[src/common/flash_pkg.sv]
// Shared constants, carriers and states for the serial flash command front end
// ----------------------------------------------------------------------------
// Functional notes
// - Start in clock mode 3 after reset
// - Data output undriven until response phase
// - Frames start only on select falling edge
// - Each select fall outside power-on reset samples clock idle level
// - Power-on reset blocks every command
// - Enter standby once power-up completes
// - Program or erase held until delay
// - Reserved bit, 13 page, 10 byte bits
// - Page read: both addresses, four dummies
// - Buffer reads: byte address, 0/1 dummies
// ----------------------------------------------------------------------------
package flash_pkg;

    // ------------------------------------------------------------------------
    // Timing
    // ------------------------------------------------------------------------
    localparam int CLK_MHZ                   = 250;     // Core clock rate
    localparam int SUPPLY_TO_SELECT_WAIT_US  = 105;     // Host side wait
    localparam int SUPPLY_TO_SELECT_WAIT_CYC = SUPPLY_TO_SELECT_WAIT_US * CLK_MHZ;
    localparam int POWER_UP_WRITE_DELAY_MS   = 3;       // Longest internal delay
    localparam int POWER_UP_WRITE_DELAY_CYC  = POWER_UP_WRITE_DELAY_MS * 1000 * CLK_MHZ;
    localparam int PW_CNT_W                  = 20;      // Holds the delay count

    // ------------------------------------------------------------------------
    // Opcodes with their own framing
    // ------------------------------------------------------------------------
    localparam logic [7:0] OP_BUF1_READ_SLOW = 8'hD1;   // No dummy
    localparam logic [7:0] OP_PAGE_READ      = 8'hD2;   // Four dummies
    localparam logic [7:0] OP_BUF2_READ_SLOW = 8'hD3;   // No dummy
    localparam logic [7:0] OP_BUF1_READ      = 8'hD4;   // One dummy
    localparam logic [7:0] OP_BUF2_READ      = 8'hD6;   // One dummy
    localparam logic [7:0] OP_STATUS         = 8'hD7;   // No address at all

    // ------------------------------------------------------------------------
    // Bit counts (counted down to zero) and address layout
    // ------------------------------------------------------------------------
    localparam logic [4:0] OP_BITS_LAST         = 5'h07;  // 8 opcode bits
    localparam logic [4:0] ADDR_BITS_LAST       = 5'h17;  // 24 address bits
    localparam logic [4:0] DUMMY_PAGE_READ_LAST = 5'h1F;  // 4 dummy bytes
    localparam logic [4:0] DUMMY_BUF_READ_LAST  = 5'h07;  // 1 dummy byte
    localparam int PAGE_ADDR_MSB = 22;                    // Bit 23 is reserved
    localparam int PAGE_ADDR_LSB = 10;
    localparam int BYTE_ADDR_MSB = 9;
    localparam logic MODE3_RESET = 1'b1;                  // Clock mode after reset

    // ------------------------------------------------------------------------
    // Carriers and states
    // ------------------------------------------------------------------------
    typedef struct packed {
        logic [7:0]  opcode;      // Command byte
        logic [12:0] page_addr;   // Zero when the opcode ignores it
        logic [9:0]  byte_addr;   // Byte within page or buffer
    } cmd_t;

    typedef struct packed {
        logic sck;                // Serial clock
        logic cs_n;               // Chip select, active low
        logic si;                 // Serial data in
        logic por;                // Power-on reset, active high
    } pins_t;

    typedef enum {ST_IDLE, ST_OP, ST_ADDR, ST_DUMMY, ST_OUT, ST_SINK} frame_st_t;

    // Opcodes that program or erase the array
    function automatic logic is_prog_erase(input logic [7:0] op);
        case (op)
            8'h50, 8'h58, 8'h59, 8'h7C, 8'h81, 8'h82,
            8'h83, 8'h85, 8'h86, 8'h88, 8'h89: is_prog_erase = 1'b1;
            default:                           is_prog_erase = 1'b0;
        endcase
    endfunction : is_prog_erase

endpackage : flash_pkg

[src/verilog/pin_sync.sv]
// Two-stage synchroniser with edge detection for asynchronous pins
`timescale 1ns/1ns
`default_nettype none
module pin_sync #(
    parameter int W = 4                   // Number of pins
) (
    input  wire logic         i_clk,      // Core clock
    input  wire logic         i_rst,      // Synchronous reset
    input  wire logic [W-1:0] i_d,        // Raw pins
    output logic      [W-1:0] o_lvl,      // Synchronised level
    output logic      [W-1:0] o_rise,     // One-cycle rise pulse
    output logic      [W-1:0] o_fall      // One-cycle fall pulse
);
    // ------------------------------------------------------------------------
    // Per-pin stages
    // ------------------------------------------------------------------------
    // First stage feeds only the second; edges compare second and third
    // Fill tracker: edges stay quiet until all three stages hold pin
    // values, so a pin already low at reset release gives no false fall
    logic [2:0] fill_r;                   // Stages loaded since reset
    wire        primed = fill_r[2];       // Edge outputs trustworthy

    always_ff @(posedge i_clk) begin
        if (i_rst) begin
            fill_r <= 3'h0;
        end else begin
            fill_r <= {fill_r[1:0], 1'b1};
        end
    end

    genvar g;
    generate
        for (g = 0; g < W; g++) begin : g_pin
            logic meta_r;                 // First stage, metastable
            logic sync_r;                 // Second stage, safe
            logic prev_r;                 // Delayed copy for edges
            always_ff @(posedge i_clk) begin
                if (i_rst) begin
                    meta_r <= 1'b1;
                    sync_r <= 1'b1;
                    prev_r <= 1'b1;
                end else begin
                    meta_r <= i_d[g];
                    sync_r <= meta_r;
                    prev_r <= sync_r;
                end
            end
            assign o_lvl[g]  = sync_r;
            assign o_rise[g] = primed & sync_r & ~prev_r;
            assign o_fall[g] = primed & ~sync_r & prev_r;
        end
    endgenerate
endmodule : pin_sync
`default_nettype wire

[src/verilog/flash_front.sv]
// Serial command front end: power-up state, clock mode and command framing
`timescale 1ns/1ns
`default_nettype none
module flash_front import flash_pkg::*; #(
    parameter int unsigned PW_CYC = POWER_UP_WRITE_DELAY_CYC  // Program/erase hold
) (
    input  wire logic       i_clk,        // Core clock, 250 MHz
    input  wire logic       i_rst,        // Synchronous reset, active high
    input  wire logic       i_sck,        // Serial clock pin
    input  wire logic       i_cs_n,       // Chip select pin, active low
    input  wire logic       i_si,         // Serial data in pin
    input  wire logic       i_por,        // Power-on reset, active high
    input  wire logic [7:0] i_rsp_data,   // Response byte from the core
    output logic            o_so,         // Serial data out
    output logic            o_so_oe,      // High while driving data out
    output logic            o_mode3,      // Clock mode 3 selected
    output logic            o_standby,    // Powered and awaiting command
    output logic            o_cmd_valid,  // One-cycle command pulse
    output cmd_t            o_cmd,        // Decoded command
    output logic            o_rsp_take    // Response byte consumed
);
    // ------------------------------------------------------------------------
    // Pin synchronisation
    // ------------------------------------------------------------------------
    pins_t pin_raw;                       // Raw pins grouped
    pins_t pin_lvl;                       // Synchronised levels
    pins_t pin_rise;                      // Rising edges
    pins_t pin_fall;                      // Falling edges

    assign pin_raw = {i_sck, i_cs_n, i_si, i_por};

    pin_sync #(.W(4)) u_sync (
        .i_clk  (i_clk),
        .i_rst  (i_rst),
        .i_d    (pin_raw),
        .o_lvl  (pin_lvl),
        .o_rise (pin_rise),
        .o_fall (pin_fall)
    );

    // ------------------------------------------------------------------------
    // State
    // ------------------------------------------------------------------------
    frame_st_t            st_r;           // Frame phase
    frame_st_t            st_nxt;         // Next frame phase
    logic [4:0]           bit_r;          // Bits left in phase
    logic [4:0]           bit_nxt;        // Next bit count
    logic [23:0]          sh_r;           // Incoming shift register
    logic [7:0]           op_r;           // Latched opcode
    logic                 pend_r;         // Command waiting for delay
    logic [PW_CNT_W-1:0]  pw_cnt_r;       // Power-up delay counter
    logic                 pw_done_r;      // Delay elapsed
    logic [7:0]           out_sh_r;       // Outgoing bits
    logic [2:0]           out_cnt_r;      // Bit within outgoing byte

    // ------------------------------------------------------------------------
    // Decode
    // ------------------------------------------------------------------------
    wire        sck_q      = pin_lvl.sck;
    wire        si_q       = pin_lvl.si;
    wire        por_q      = pin_lvl.por;
    wire        sck_rise   = pin_rise.sck;
    wire        sck_fall   = pin_fall.sck;
    wire        cs_fall    = pin_fall.cs_n;
    wire        frame_live = !por_q && !pin_lvl.cs_n;
    wire        bit_zero   = (bit_r == 5'h00);
    wire [7:0]  op_full    = {sh_r[6:0], si_q};
    wire [23:0] addr_full  = {sh_r[22:0], si_q};
    wire [6:0]  sh_low     = sh_r[6:0];
    wire [12:0] page_in    = addr_full[PAGE_ADDR_MSB:PAGE_ADDR_LSB];
    wire        op_last    = frame_live && st_r == ST_OP && sck_rise && bit_zero;
    wire        addr_done  = frame_live && st_r == ST_ADDR && sck_rise && bit_zero;
    wire        op_status  = (op_full == OP_STATUS);
    wire        rd_slow    = (op_r == OP_BUF1_READ_SLOW) || (op_r == OP_BUF2_READ_SLOW);
    wire        rd_fast    = (op_r == OP_BUF1_READ) || (op_r == OP_BUF2_READ);
    wire        rd_page    = (op_r == OP_PAGE_READ);
    wire        cmd_fire   = (op_last && op_status) || addr_done;

    // Reserved bit never used; page bits dropped for buffer reads
    cmd_t new_cmd;
    assign new_cmd.opcode    = op_last ? op_full : op_r;
    assign new_cmd.page_addr = (op_last || rd_slow || rd_fast) ? 13'h0000 : page_in;
    assign new_cmd.byte_addr = op_last ? 10'h000 : addr_full[BYTE_ADDR_MSB:0];

    wire cmd_pe = is_prog_erase(new_cmd.opcode);

    // ------------------------------------------------------------------------
    // Next phase and bit count
    // ------------------------------------------------------------------------
    always_comb begin
        st_nxt  = st_r;
        bit_nxt = bit_r;
        if (por_q) begin
            st_nxt = ST_IDLE;
        end else if (pin_lvl.cs_n) begin
            st_nxt = ST_IDLE;
        end else if (cs_fall) begin
            st_nxt  = ST_OP;
            bit_nxt = OP_BITS_LAST;
        end else if (sck_rise) begin
            bit_nxt = bit_r - 5'h01;
            case (st_r)
                ST_OP: begin
                    if (bit_zero) begin
                        st_nxt  = op_status ? ST_OUT : ST_ADDR;
                        bit_nxt = ADDR_BITS_LAST;
                    end
                end
                ST_ADDR: begin
                    if (bit_zero && rd_page) begin
                        st_nxt  = ST_DUMMY;
                        bit_nxt = DUMMY_PAGE_READ_LAST;
                    end else if (bit_zero && rd_fast) begin
                        st_nxt  = ST_DUMMY;
                        bit_nxt = DUMMY_BUF_READ_LAST;
                    end else if (bit_zero) begin
                        st_nxt = rd_slow ? ST_OUT : ST_SINK;
                    end
                end
                ST_DUMMY: begin
                    // Dummy bit values are never looked at
                    if (bit_zero) begin
                        st_nxt = ST_OUT;
                    end
                end
                default: begin
                    bit_nxt = bit_r;
                end
            endcase
        end
    end

    // ------------------------------------------------------------------------
    // Frame registers
    // ------------------------------------------------------------------------
    always_ff @(posedge i_clk) begin
        if (i_rst) begin
            st_r  <= ST_IDLE;
            bit_r <= 5'h00;
            sh_r  <= 24'h000000;
            op_r  <= 8'h00;
        end else begin
            st_r  <= st_nxt;
            bit_r <= bit_nxt;
            if (frame_live && sck_rise && (st_r == ST_OP || st_r == ST_ADDR)) begin
                sh_r <= addr_full;
            end
            if (op_last) begin
                op_r <= op_full;
            end
        end
    end

    // ------------------------------------------------------------------------
    // Power-up delay and command issue
    // ------------------------------------------------------------------------
    // A second command arriving while one is held replaces it; the host
    // is expected to wait out the delay instead.
    always_ff @(posedge i_clk) begin
        if (i_rst || por_q) begin
            pw_cnt_r    <= '0;
            pw_done_r   <= 1'b0;
            pend_r      <= 1'b0;
            o_cmd_valid <= 1'b0;
            o_cmd       <= '0;
        end else begin
            if (!pw_done_r) begin
                pw_cnt_r  <= pw_cnt_r + 1'b1;
                pw_done_r <= (pw_cnt_r == PW_CNT_W'(PW_CYC - 1));
            end
            if (cmd_fire) begin
                o_cmd       <= new_cmd;
                pend_r      <= cmd_pe && !pw_done_r;
                o_cmd_valid <= !(cmd_pe && !pw_done_r);
            end else if (pend_r && pw_done_r) begin
                pend_r      <= 1'b0;
                o_cmd_valid <= 1'b1;
            end else begin
                o_cmd_valid <= 1'b0;
            end
        end
    end

    // ------------------------------------------------------------------------
    // Mode select, standby and data out
    // ------------------------------------------------------------------------
    // Output changes on falling clock in either mode, so the mode flag
    // only reports what was sampled.
    always_ff @(posedge i_clk) begin
        if (i_rst || por_q) begin
            o_mode3    <= MODE3_RESET;
            o_standby  <= 1'b0;
            o_so       <= 1'b0;
            o_so_oe    <= 1'b0;
            o_rsp_take <= 1'b0;
            out_sh_r   <= 8'h00;
            out_cnt_r  <= 3'h0;
        end else begin
            o_standby  <= (st_r == ST_IDLE);
            o_rsp_take <= 1'b0;
            if (cs_fall) begin
                o_mode3 <= sck_q;
            end
            if (st_nxt == ST_IDLE) begin
                o_so_oe   <= 1'b0;
                out_cnt_r <= 3'h0;
            end else if (st_r == ST_OUT && sck_fall) begin
                o_so_oe   <= 1'b1;
                out_cnt_r <= out_cnt_r + 3'h1;
                if (out_cnt_r == 3'h0) begin
                    o_so       <= i_rsp_data[7];
                    out_sh_r   <= {i_rsp_data[6:0], 1'b0};
                    o_rsp_take <= 1'b1;
                end else begin
                    o_so     <= out_sh_r[7];
                    out_sh_r <= {out_sh_r[6:0], 1'b0};
                end
            end
        end
    end
endmodule : flash_front
`default_nettype wire

[config.mk]
export PLATFORM = sky130hd
export DESIGN_NAME = flash_front
export DESIGN_NICKNAME = d
export VERILOG_FILES = /design/src/common/flash_pkg.sv /design/src/verilog/pin_sync.sv /design/src/verilog/flash_front.sv
export SDC_FILE = /design/constraint.sdc
export NUM_CORES = 1
export LEC_CHECK = 0
export BUFFER_PORTS_ARGS = -buffer_cell sky130_fd_sc_hd__buf_2
export CAP_MARGIN = 0
export CORE_MARGIN = 1
export CORE_UTILIZATION = 55
export DETAILED_ROUTE_END_ITERATION = 8
export PLACE_DENSITY = 0.74
export SYNTH_ARGS = -nofsm -noshare
export SYNTH_HDL_FRONTEND = slang
export SYNTH_SLANG_ARGS = --single-unit
[constraint.sdc]
create_clock -name i_clk -period 3.1 [get_ports i_clk]
set_input_delay 0.62 -clock i_clk [delete_from_list [all_inputs] [get_ports i_clk]]
set_output_delay 0.62 -clock i_clk [all_outputs]
set_load 0.005 [all_outputs]
==> results of run 1 <==
sequential cells by signal (all words and copies together), names as in the netlist, 2 cells and up:
name,count
bit_r,5
o_cmd,31
op_r,8
out_cnt_r,3
out_sh_r,7
pw_cnt_r,20
sh_r,22
st_r,32
u_sync.fill_r,3
u_sync.g_pin.meta_r,4
u_sync.g_pin.prev_r,2
u_sync.g_pin.sync_r,4
kinds of logic after synthesis:
logic type / count (synthesis) / share of synthesized area
AO/OA/AOI/OAI: 116 / 0.127
adder cells (fa/ha/maj): 7 / 0.0136
buffers and inverters: 49 / 0.0347
multiplexers: 21 / 0.0357
flip-flops: 149 / 0.492
AND/OR/NAND/NOR: 313 / 0.268
XOR/XNOR: 20 / 0.0289
stage by stage:
stage | setup slack, ns | hold WS, ns
6_report | 0.284 | 0.270
5_1_grt | 0.103 | 0.268
4_1_cts | 0.280 | 0.247
3_5_place_dp | 0.330 | 0.392
3_3_place_gp | 0.437 | 0.392
2_1_floorplan | 0.702 | 0.389
cell type report:
type | instances | area [µm²]
Fill cell | 827 | 3490
Tap cell | 136 | 170
Clock buffer | 23 | 457
Multi-Input combinational cell | 477 | 2870
Clock inverter | 9 | 150
Sequential cell | 149 | 2980
Inverter | 12 | 45.0
Timing Repair Buffer | 59 | 343
path summary, 6_finish.rpt:
kind                                               end  slack, ns  cells after the start
worst max register to register               o_cmd[17]       0.28                      8
worst min-delay path            u_sync.g_pin[3].meta_r       0.27                      2
worst max-delay path                         o_cmd[17]       0.28                      8
worst min register to register  u_sync.g_pin[3].sync_r       0.40                      1
placed cells by master (no fill, tap or decap), types with 7 or more instances in the layout:
cell,count
sky130_fd_sc_hd__nor2_1,63
sky130_fd_sc_hd__a22oi_1,10
sky130_fd_sc_hd__xor2_1,13
sky130_fd_sc_hd__o21ai_0,19
sky130_fd_sc_hd__nor2b_1,8
sky130_fd_sc_hd__nor3_1,17
sky130_fd_sc_hd__a21oi_1,45
sky130_fd_sc_hd__and3_1,10
sky130_fd_sc_hd__buf_4,7
sky130_fd_sc_hd__a211oi_1,7
sky130_fd_sc_hd__dfxtp_1,149
sky130_fd_sc_hd__a211oi_2,7
sky130_fd_sc_hd__nand4_1,9
sky130_fd_sc_hd__clkbuf_16,16
sky130_fd_sc_hd__or2_2,12
sky130_fd_sc_hd__buf_2,50
sky130_fd_sc_hd__or3_1,9
sky130_fd_sc_hd__inv_1,12
sky130_fd_sc_hd__xnor2_1,7
sky130_fd_sc_hd__nand2_1,95
sky130_fd_sc_hd__and2_1,31
sky130_fd_sc_hd__nand3_1,28
sky130_fd_sc_hd__mux2i_1,16
worst max-delay path, delay by kind of cell, from the launching register on:
kind            cells  cell delay [ns]
compound gates      2             0.53
buf+inv             1             0.20
simple gates        5             1.67
flops               1             0.32
power by group through the flow:
stage | Combinational (W) | Sequential, W | Clock [W]
after floorplan | 0.0000312 | 0.00197 | 0
after global placement | 0.0000469 | 0.00197 | 0
after detailed placement | 0.0000483 | 0.00197 | 0
after CTS | 0.0000486 | 0.00193 | 0.00214
after global routing | 0.0000548 | 0.00193 | 0.00221
final | 0.0000485 | 0.00193 | 0.00210
metal layers:
layer	share of wire	GRT usage	vias to the layer above
met1	0.45	0.300	2340
met4	0.017	0.102	0
met5	0	0	-
met3	0.048	0.0584	23
li1	-	-	2418
met2	0.49	0.411	132
==> PnR_summary.wiki, run 1 <==
{| class="wikitable"
! Metric !! Value
|-
| Register bit total from synthesis || 149
|-
| Arrival time of data at the critical path endpoint || 3.27 ns
|-
| Area fraction of the dominant cell type after synthesis || 0.492
|-
| Post-Route WL || 12.9 mm
|-
| Global router's overall resource usage || 0.245
|-
| LEAKAGE || approximately 2.5 nW
|-
| Number of design rule violations left after detail routing || 0
|-
| Placed wire-length estimate || 8.55 mm
|-
| Switching power || 0.000792 W
|-
| Switching Share || 0.194
|-
| DIE WIDTH || 107 µm
|-
| Slew at the pin with the worst max-slew slack || 1.15 ns
|-
| Internal Pwr Total || 0.00329 W
|-
| Combinational share of power || 0.012
|-
| Headroom to the max-slew limit || 0.235
|-
| WS Path Type || flop to flop
|-
| Sequence of cells on the critical path || nor4_2, nand4_2, or4_4, nor4b_2, a21o_2, buf_12, nand3_1, a21oi_1
|-
| Die Height || 107 µm
|-
| Start point of the critical path || st_r[12]
|-
| Most used flip-flop cell after synthesis || sky130_fd_sc_hd__dfxtp_1
|-
| Setup TNS after final layout || 0 ns
|-
| Netlist cell types || just over 60
|-
| Count of antenna-violating nets left after detailed routing || 0
|-
| Max-Cap Viols || 0
|-
| RSZ-0062 raised after global routing || false
|-
| Dpl cell area || 0.00641 mm²
|-
| Post-DR wirelength/cell || 14.9 µm
|-
| Starting utilization of the core area || 0.577
|-
| Final standard cell area without fillers || approximately 0.0070 mm²
|-
| Post-route insts no fill || 865
|-
| Synthesized area per cell || 8.98 µm²
|-
| First DRT Iteration DRCs || 327
|-
| Buffer levels on the longest clock path || 2
|-
| Critical path required time || 3.56 ns
|-
| Async SR Flop Fraction || 0
|-
| Design Power || a little over 0.004 W
|-
| Maximum number of pins on one net before global-route repair || 54
|-
| Worst Setup Start Kind || flop
|-
| Layout net count || 735
|-
| Slowest stage cell on the critical path || sky130_fd_sc_hd__or4_4
|-
| Routability Congestion || 0.872
|-
| Share of the clock period used by the worst path after layout || 0.908
|-
| Clock share of power || 0.515
|-
| Number of flops mapped to enable cells by yosys || 0
|-
| Finished Core Util || 0.668
|-
| Leading post-synthesis cells by cell area || sky130_fd_sc_hd__dfxtp_1 49%, sky130_fd_sc_hd__nand2_1 5.9%, sky130_fd_sc_hd__nor2_1 3.9%, sky130_fd_sc_hd__a21oi_1 3.8%, sky130_fd_sc_hd__and2_1 3.2%
|-
| Via count of the first global-routing pass || 4746
|-
| Pwr/cell area || about 580 mW/mm²
|-
| Maximum VDD drop || 0.331 mV
|-
| Total number of vias || 4913
|-
| Most area-hungry cell type in the Yosys netlist || sky130_fd_sc_hd__dfxtp_1
|-
| Global-route congestion overflow total || 0
|-
| Count of buffers from port buffering || 50
|-
| Post-placement cell count || 833
|-
| Area of the die || between 0.01 and 0.015 mm²
|-
| Number of placement rows || 37
|-
| Layout cells sized above 1 || 0.176
|-
| Type of the tightest min-delay check || input pin to flop
|-
| Hold Vio Cnt, Final || 0
|-
| Endpoint class of the critical path || flop
|-
| Leading cell type by number of instances after synthesis || sky130_fd_sc_hd__dfxtp_1
|-
| Htree depth || 4
|-
| Final clock skew || 0.00768 ns
|-
| Syn Nets || 694
|-
| HP Start || i_sck
|-
| Number of antenna violations at the first check in global routing || 0
|-
| # IOs || 51
|-
| Clock period minus worst slack || 2.82 ns
|-
| Resize count post-CTS || 0
|-
| CTS Buf Count || 17
|-
| Area growth syn-to-layout || 15.8%
|-
| CP peak stage delay || 0.67 ns
|-
| First-pass GRT wire length || 22.0 mm
|-
| Worst-path clk slew || 0.06 ns
|-
| Clock root buffer master || sky130_fd_sc_hd__clkbuf_8
|-
| Number of buffers added to fix hold violations after cts || 0
|-
| Number of buffers inserted to repair setup after CTS || 0
|-
| Pre-antenna DRT Iters || 5
|-
| Critical-path maximum fanout || 19
|-
| TritonCTS clock tree || yes
|-
| Diodes inserted || 0
|-
| Clock insertion delay at the later pin of the skew report || 0.53 ns
|-
| Standard cell core area || 0.0105 mm²
|-
| Final setup viols || 0
|-
| Number of max-slew violations in the final report || 0
|-
| Number of warnings printed during yosys synthesis || 0
|-
| TritonCTS Sinks || 149
|-
| Startpoint of the worst register-to-register path || st_r[12]
|-
| Power share of the sequential group || 0.473
|-
| Status || completed
|-
| Syn Std Cell Area || ~0.0061 mm²
|-
| Synth top cells by count || 149 x sky130_fd_sc_hd__dfxtp_1, 95 x sky130_fd_sc_hd__nand2_1, 63 x sky130_fd_sc_hd__nor2_1
|-
| Seq/Total Area, Yosys || 0.492
|-
| Via count normalized by instance count || 5.68
|-
| Max Clock Freq || 0.355 GHz
|-
| Cell count after synthesis || between 600 and 700
|}
Note: power is estimated with default switching activity, not from simulation.
==> run 2, diff against run 1 <==
--- a/config.mk
+++ b/config.mk
@@ -11,6 +11,8 @@
 export CORE_UTILIZATION = 55
 export DETAILED_ROUTE_END_ITERATION = 8
 export PLACE_DENSITY = 0.74
+export RECOVER_POWER = 100
+export SLEW_MARGIN = 25
 export SYNTH_ARGS = -nofsm -noshare
 export SYNTH_HDL_FRONTEND = slang
 export SYNTH_SLANG_ARGS = --single-unit
==> PnR_summary.wiki, run 2 (same netlist as run 1, synthesis figures left out) <==
{| class="wikitable"
! Metric !! Value
|-
| Maximum number of pins on one net before global-route repair || 54 (unchanged)
|-
| Sequence of cells on the critical path || nor4_2, nand4_2, or4_4, nor2_4, clkbuf_1, nor2_1, nand3_1, a21oi_1
|-
| CTS Buf Count || 17 (unchanged)
|-
| Violated checks || max-capacitance violations, max-slew violations
|-
| Worst-path clk slew || 0.06 ns (about the same)
|-
| First-pass GRT wire length || 22.0 mm (unchanged)
|-
| Die Height || 107 µm (unchanged)
|-
| Headroom to the max-slew limit || -0.0623 (-0.297)
|-
| Switching power || 0.000797 W (+0.53%)
|-
| TritonCTS clock tree || yes
|-
| Placed wire-length estimate || 8.55 mm (unchanged)
|-
| Internal Pwr Total || 0.00329 W (about the same)
|-
| Global-route congestion overflow total || 0 (unchanged)
|-
| Standard cell core area || 0.0105 mm² (unchanged)
|-
| Commonest non-fill, non-tap cell in the layout || sky130_fd_sc_hd__dfxtp_1
|-
| Resize count post-CTS || 0 (unchanged)
|-
| Kind of cell with the highest combined delay on the critical path || simple AND/OR/NAND/NOR gates
|-
| Maximum VDD drop || 0.333 mV (+0.74%)
|-
| Status || finished, violations left
|-
| Global router's overall resource usage || 0.245 (unchanged)
|-
| Critical path required time || 3.51 ns (-0.05 ns)
|-
| Flop2flop setup slack || 0.19 ns (-0.09 ns)
|-
| Buffer levels on the longest clock path || 2 (unchanged)
|-
| Area of the die || 0.0114 mm² (unchanged)
|-
| Clock root buffer master || sky130_fd_sc_hd__clkbuf_8
|-
| Post-Route WL || 13.0 mm (+0.66%)
|-
| Max Clock Freq || 0.344 GHz (-3.2%)
|-
| Post-DR wirelength/cell || 15.0 µm (+0.66%)
|-
| Crit path buffers/inverters || 1 (unchanged)
|-
| Via count normalized by instance count || 5.70 (+0.41%)
|-
| DIE WIDTH || 107 µm (unchanged)
|-
| Total number of vias || 4933 (+0.41%)
|-
| Number of buffers inserted to repair setup after CTS || 0 (unchanged)
|-
| TritonCTS Sinks || 149 (unchanged)
|-
| Layout net count || 735 (unchanged)
|-
| Clock share of power || 0.516 (about the same)
|-
| Number of antenna violations at the first check in global routing || 0 (unchanged)
|-
| Diodes inserted || 0 (unchanged)
|-
| Endpoint class of the critical path || flop
|-
| Pwr/cell area || 588 mW/mm² (+1.1%)
|-
| Design Power || 0.00408 W (about the same)
|-
| Type of the tightest min-delay check || input pin to flop
|-
| Critical-path maximum fanout || 13 (-6)
|-
| Final setup viols || 0 (unchanged)
|-
| Switching Share || 0.195 (+0.000870)
|-
| # IOs || 51 (unchanged)
|-
| Layout cells sized above 1 || 0.140 (-0.0357)
|-
| LEAKAGE || 2.45 nW (-3.5%)
|-
| Slowest stage cell on the critical path || sky130_fd_sc_hd__or4_4
|-
| Setup TNS after final layout || 0 ns (unchanged)
|-
| Pre-antenna DRT Iters || 5 (unchanged)
|-
| Via count of the first global-routing pass || 4746 (unchanged)
|-
| Arrival time of data at the critical path endpoint || 3.32 ns (+0.05 ns)
|-
| WS Path Type || flop to flop
|-
| Clock insertion delay at the later pin of the skew report || 0.53 ns (about the same)
|-
| Hold Vio Cnt, Final || 0 (unchanged)
|-
| RSZ-0062 raised after global routing || false
|-
| Count of buffers from port buffering || 50 (unchanged)
|-
| Number of design rule violations left after detail routing || 0 (unchanged)
|-
| Count of antenna-violating nets left after detailed routing || 0 (unchanged)
|-
| Registers with the highest flip-flop counts || st_r: 32 flops, o_cmd: 31 flops, sh_r: 22 flops
|-
| Number of max-slew violations in the final report || 36 (+36)
|-
| Worst Setup Start Kind || flop
|-
| Largest register by flop count || st_r
|-
| Share of the clock period used by the worst path after layout || 0.939 (+0.0305)
|-
| Number of buffers added to fix hold violations after cts || 0 (unchanged)
|-
| Number of placement rows || 37 (unchanged)
|-
| Max-Cap Viols || 1 (+1)
|-
| Most frequent cells in the layout || 149 x sky130_fd_sc_hd__dfxtp_1, 95 x sky130_fd_sc_hd__nand2_1, 63 x sky130_fd_sc_hd__nor2_1, 45 x sky130_fd_sc_hd__a21oi_1, 34 x sky130_fd_sc_hd__buf_2
|-
| First DRT Iteration DRCs || 362 (+11%)
|-
| Max FFs per register || 32 (unchanged)
|-
| Clock period minus worst slack || 2.91 ns (+0.0945 ns)
|-
| Routability Congestion || 0.872 (unchanged)
|-
| Combinational share of power || 0.012 (about the same)
|-
| Slew at the pin with the worst max-slew slack || 1.59 ns (+0.446 ns)
|-
| CP peak stage delay || 0.65 ns (-0.02 ns)
|-
| Starting utilization of the core area || 0.577 (unchanged)
|-
| Power share of the sequential group || 0.472 (about the same)
|-
| Final clock skew || 0.00679 ns (-0.000888 ns)
|-
| Area growth syn-to-layout || 14.6%
|-
| Htree depth || 4 (unchanged)
|}
-- run 2: cell type report --
class | instances | area (µm²)
multi-input cells | 477 | 2830
clock buffers | 23 | 457
well taps | 136 | 170
fillers | 850 | 3560
clock inverters | 9 | 150
flip-flops and latches | 149 | 2980
repair buffers | 59 | 315
inverters | 12 | 45.0
-- run 2: worst paths after layout --
| path | from | depth (start not counted) | end |
|---|---|---|---|
| worst min register to register | u_sync.g_pin[3].meta_r | 1 | u_sync.g_pin[3].sync_r |
| worst max-delay path | st_r[12] | 8 | o_cmd[12] |
| worst min-delay path | i_sck | 2 | u_sync.g_pin[3].meta_r |
| worst max register to register | st_r[12] | 8 | o_cmd[12] |
-- run 2: power groups by stage --
| stage | logic (W) | clock network, W | registers [W] |
|---|---|---|---|
| floorplan | 0.0000312 | 0 | 0.00197 |
| global placement | 0.0000469 | 0 | 0.00197 |
| detailed placement | 0.0000483 | 0 | 0.00197 |
| CTS | 0.0000486 | 0.00214 | 0.00193 |
| global route | 0.0000535 | 0.00221 | 0.00193 |
| finish | 0.0000476 | 0.00211 | 0.00193 |
-- run 2: stage by stage --
step / setup slack, ns / utilization / cells / hold WS, ns / cell area [µm²]
after global routing: 0.0400 / 0.661 / 865 / 0.268 / 6950
after floorplan: 0.702 / - / 675 / 0.389 / 6060
after global placement: 0.437 / 0.610 / 833 / 0.392 / 6410
final: 0.190 / 0.661 / 865 / 0.268 / 6950
after detailed placement: 0.330 / 0.610 / 833 / 0.392 / 6410
after CTS: 0.280 / 0.668 / 865 / 0.247 / 7020
-- run 2: routing by layer --
metal	wire (µm)	track usage	share of wire
met3	580	0.0584	0.045
met4	219	0.102	0.017
met5	0	0	0
met2	6240	0.411	0.48
met1	5960	0.300	0.46
==> run 3, diff against run 2 <==
==> constraint.sdc (replaced) <==
create_clock -name i_clk -period 2.8 [get_ports i_clk]
set_input_delay 0.14 -clock i_clk [delete_from_list [all_inputs] [get_ports i_clk]]
set_output_delay 0.14 -clock i_clk [all_outputs]
set_load 0.005 [all_outputs]
==> PnR_summary.wiki, run 3 (same netlist as run 1, synthesis figures left out) <==
{| class="wikitable"
! Metric !! Value
|-
| Headroom to the max-slew limit || -0.0611 (+0.00126)
|-
| Layout cells sized above 1 || 0.157 (+0.0169)
|-
| Multi-input combinational cell area || 0.00290 mm² (+2.5%)
|-
| # IOs || 51 (unchanged)
|-
| Layout net count || 752 (+2.3%)
|-
| Routed length on met1 || 5.97 mm (+0.17%)
|-
| Setup TNS after final layout || 0 ns (unchanged)
|-
| Pre-antenna DRT Iters || 6 (+1)
|-
| Switching power || 0.000911 W (+14%)
|-
| Final clock skew || 0.00965 ns (+0.00286 ns)
|-
| Clock period minus worst slack || 2.71 ns (-0.200 ns)
|-
| Internal Pwr Total || 0.00347 W (+5.6%)
|-
| Final setup viols || 0 (unchanged)
|-
| Slowest stage cell on the critical path || sky130_fd_sc_hd__or4_4
|-
| Area taken by flip-flops and latches || 0.00298 mm² (unchanged)
|-
| Violated checks || max-capacitance violations, max-slew violations
|-
| TritonCTS clock tree || yes
|-
| Post-Route WL || 13.0 mm (-0.23%)
|-
| Dpl cell area || 0.00646 mm² (+0.70%)
|-
| Htree depth || 4 (unchanged)
|-
| First-pass GRT wire length || 22.0 mm (about the same)
|-
| Reg2Reg Capture Point || out_sh_r[3]
|-
| Registers with the highest flip-flop counts || st_r: 32 flops, o_cmd: 31 flops, sh_r: 22 flops
|-
| Worst Setup Start Kind || flop
|-
| Largest register by flop count || st_r
|-
| Via count of the first global-routing pass || 4660 (-1.8%)
|-
| Total number of vias || 4870 (-1.3%)
|-
| Commonest non-fill, non-tap cell in the layout || sky130_fd_sc_hd__dfxtp_1
|-
| Die Height || 107 µm (unchanged)
|-
| Critical path required time || 3.25 ns (-0.26 ns)
|-
| Clock share of power || 0.498 (-0.018)
|-
| Via count normalized by instance count || 5.52 (-3.2%)
|-
| Number of design rule violations left after detail routing || 0 (unchanged)
|-
| Max-Cap Viols || 1 (unchanged)
|-
| Filler instances || 857 (+0.82%)
|-
| Number of placement rows || 37 (unchanged)
|-
| Number of buffers inserted to repair setup after CTS || 0 (unchanged)
|-
| Placed wire-length estimate || 8.59 mm (+0.40%)
|-
| Top layer reached by signal wires || met4
|-
| Switching Share || 0.208 (+0.0127)
|-
| Worst-path clk slew || 0.06 ns (about the same)
|-
| Worst r2r path cells || 8 (unchanged)
|-
| Arrival time of data at the critical path endpoint || 3.16 ns (-0.16 ns)
|-
| Post-route insts no fill || 882 (+2.0%)
|-
| Slew at the pin with the worst max-slew slack || 1.59 ns (-0.00190 ns)
|-
| HP Start || i_rsp_data[4]
|-
| Post-placement cell count || 839 (+0.72%)
|-
| Post-DR wirelength/cell || 14.7 µm (-2.2%)
|-
| Combinational share of power || 0.015 (+0.003)
|-
| Power share of the sequential group || 0.487 (+0.015)
|-
| Critical-path maximum fanout || 9 (-4)
|-
| Global-route congestion overflow total || 0 (unchanged)
|-
| Type of the tightest min-delay check || input pin to flop
|-
| Worst hold path cell count || 4 (+2)
|-
| Share of the clock period used by the worst path after layout || 0.968 (+0.0291)
|-
| Sequence of cells on the critical path || nor4_2, nand3_1, or4_4, nor4_4, a211oi_2, buf_4, o22ai_4, mux2i_1
|-
| WS Path Type || flop to flop
|-
| Number of antenna violations at the first check in global routing || 0 (unchanged)
|-
| Number of max-slew violations in the final report || 37 (+2.8%)
|-
| First DRT Iteration DRCs || 412 (+14%)
|-
| Max FFs per register || 32 (unchanged)
|-
| Area of the die || 0.0114 mm² (unchanged)
|-
| Starting utilization of the core area || 0.577 (unchanged)
|-
| Diodes inserted || 0 (unchanged)
|-
| Maximum VDD drop || 0.473 mV (+42%)
|-
| Clock insertion delay at the later pin of the skew report || 0.53 ns (about the same)
|-
| Routed wire length on met3 || 592 µm (+2.1%)
|-
| Area growth syn-to-layout || 17.7%
|-
| LEAKAGE || 2.52 nW (+2.6%)
|-
| Hold EP || out_sh_r[5]
|-
| Final standard cell area without fillers || 0.00714 mm² (+2.7%)
|-
| Clock root buffer master || sky130_fd_sc_hd__clkbuf_8
|-
| Routability Congestion || 0.909 (+4.3%)
|-
| Hold Vio Cnt, Final || 0 (unchanged)
|-
| Max Clock Freq || 0.369 GHz (+7.4%)
|-
| Standard cell core area || 0.0105 mm² (unchanged)
|-
| Flop2flop setup slack || 0.09 ns (-0.10 ns)
|-
| Startpoint of the worst register-to-register path || st_r[31]
|-
| Buffer levels on the longest clock path || 2 (unchanged)
|-
| Most frequent cells in the layout || 149 x sky130_fd_sc_hd__dfxtp_1, 95 x sky130_fd_sc_hd__nand2_1, 63 x sky130_fd_sc_hd__nor2_1, 45 x sky130_fd_sc_hd__a21oi_1, 32 x sky130_fd_sc_hd__buf_2
|-
| Status || finished, violations left
|-
| DIE WIDTH || 107 µm (unchanged)
|-
| TritonCTS Sinks || 149 (unchanged)
|-
| Pwr/cell area || 614 mW/mm² (+4.5%)
|-
| Maximum number of pins on one net before global-route repair || 37 (-31%)
|-
| Count of buffers from port buffering || 50 (unchanged)
|-
| Met2 wirelength from detailed routing || 6.20 mm (-0.75%)
|-
| Global router's overall resource usage || 0.243 (-0.00109)
|-
| CTS Buf Count || 17 (unchanged)
|-
| Count of antenna-violating nets left after detailed routing || 0 (unchanged)
|-
| Endpoint class of the critical path || flop
|-
| CP peak stage delay || 0.66 ns (about the same)
|}
-- run 3: cell types whose count changed in the layout (fill, tap and decap cells not counted), moves of 2 or more --
cell                            delta
sky130_fd_sc_hd__and2_1            +3
sky130_fd_sc_hd__buf_4             +5
sky130_fd_sc_hd__and2_0            -3
sky130_fd_sc_hd__o21ai_1           +2
sky130_fd_sc_hd__o21ai_0           -2
sky130_fd_sc_hd__dlygate4sd3_1    +11
sky130_fd_sc_hd__bufinv_16         -2
sky130_fd_sc_hd__buf_2             -2
sky130_fd_sc_hd__a211oi_1          -5
sky130_fd_sc_hd__a211oi_2          +5
sky130_fd_sc_hd__nor4_1            -2
sky130_fd_sc_hd__clkinv_4          +2
-- run 3: how the worst max path moves through the flow --
stage / from / end / slack, ns
CTS: st_r[8] / out_sh_r[1] / 0.06
global placement: st_r[8] / out_sh_r[1] / 0.22
finish: st_r[31] / out_sh_r[3] / 0.09
detailed placement: st_r[8] / out_sh_r[1] / 0.08
floorplan: bit_r[0] / o_so_oe / 0.40
global route: st_r[31] / out_sh_r[1] / -0.04
-- run 3: worst max-delay path, delay by kind of cell (launching register included) --
kind / cells / cell delay, ns
AO/OA/AOI/OAI: 2 / 0.35
buffers and inverters: 1 / 0.17
flip-flops: 1 / 0.33
multiplexers: 1 / 0.24
AND/OR/NAND/NOR: 4 / 1.55
-- run 3: metal layers --
layer | track usage | vias to the layer above
met5 | 0 | -
met4 | 0.105 | 0
met2 | 0.389 | 145
met3 | 0.0559 | 22
met1 | 0.315 | 2253
li1 | - | 2450
-- run 3: layout make-up --
class / instances / area share
multi-input combinational: 477 / 0.406
clock inverter: 12 / 0.0181
timing repair buffer: 76 / 0.0651
clock buffer: 20 / 0.0624
sequential: 149 / 0.418
tap: 136 / 0.0238
inverter: 12 / 0.00631
-- run 3: power groups by stage --
stage               clock network, W  logic [W]  registers, W
floorplan                          0  0.0000345       0.00218
global placement                   0  0.0000527       0.00218
detailed placement                 0  0.0000539       0.00218
CTS                          0.00222  0.0000666       0.00214
global route                 0.00232  0.0000721       0.00214
finish                       0.00218  0.0000659       0.00214
-- run 3: through the flow --
step           hold slack [ns]  total power, W  utilization  worst slack, ns
2_1_floorplan            0.238         0.00221            -            0.402
3_3_place_gp             0.323         0.00223        0.615            0.215
3_5_place_dp             0.326         0.00224        0.615           0.0823
4_1_cts                0.00336         0.00442        0.680           0.0631
5_1_grt                 0.0257         0.00453        0.679          -0.0442
6_report                0.0248         0.00438        0.679           0.0899
-- run 3: repair_timing --
action | 4_1_cts | 5_1_grt
gates resized for setup | 0 | 3
hold buffers | 11 | 0
endpoints found under the setup margin | 0 | 14
endpoints found under the hold margin | 14 | 0
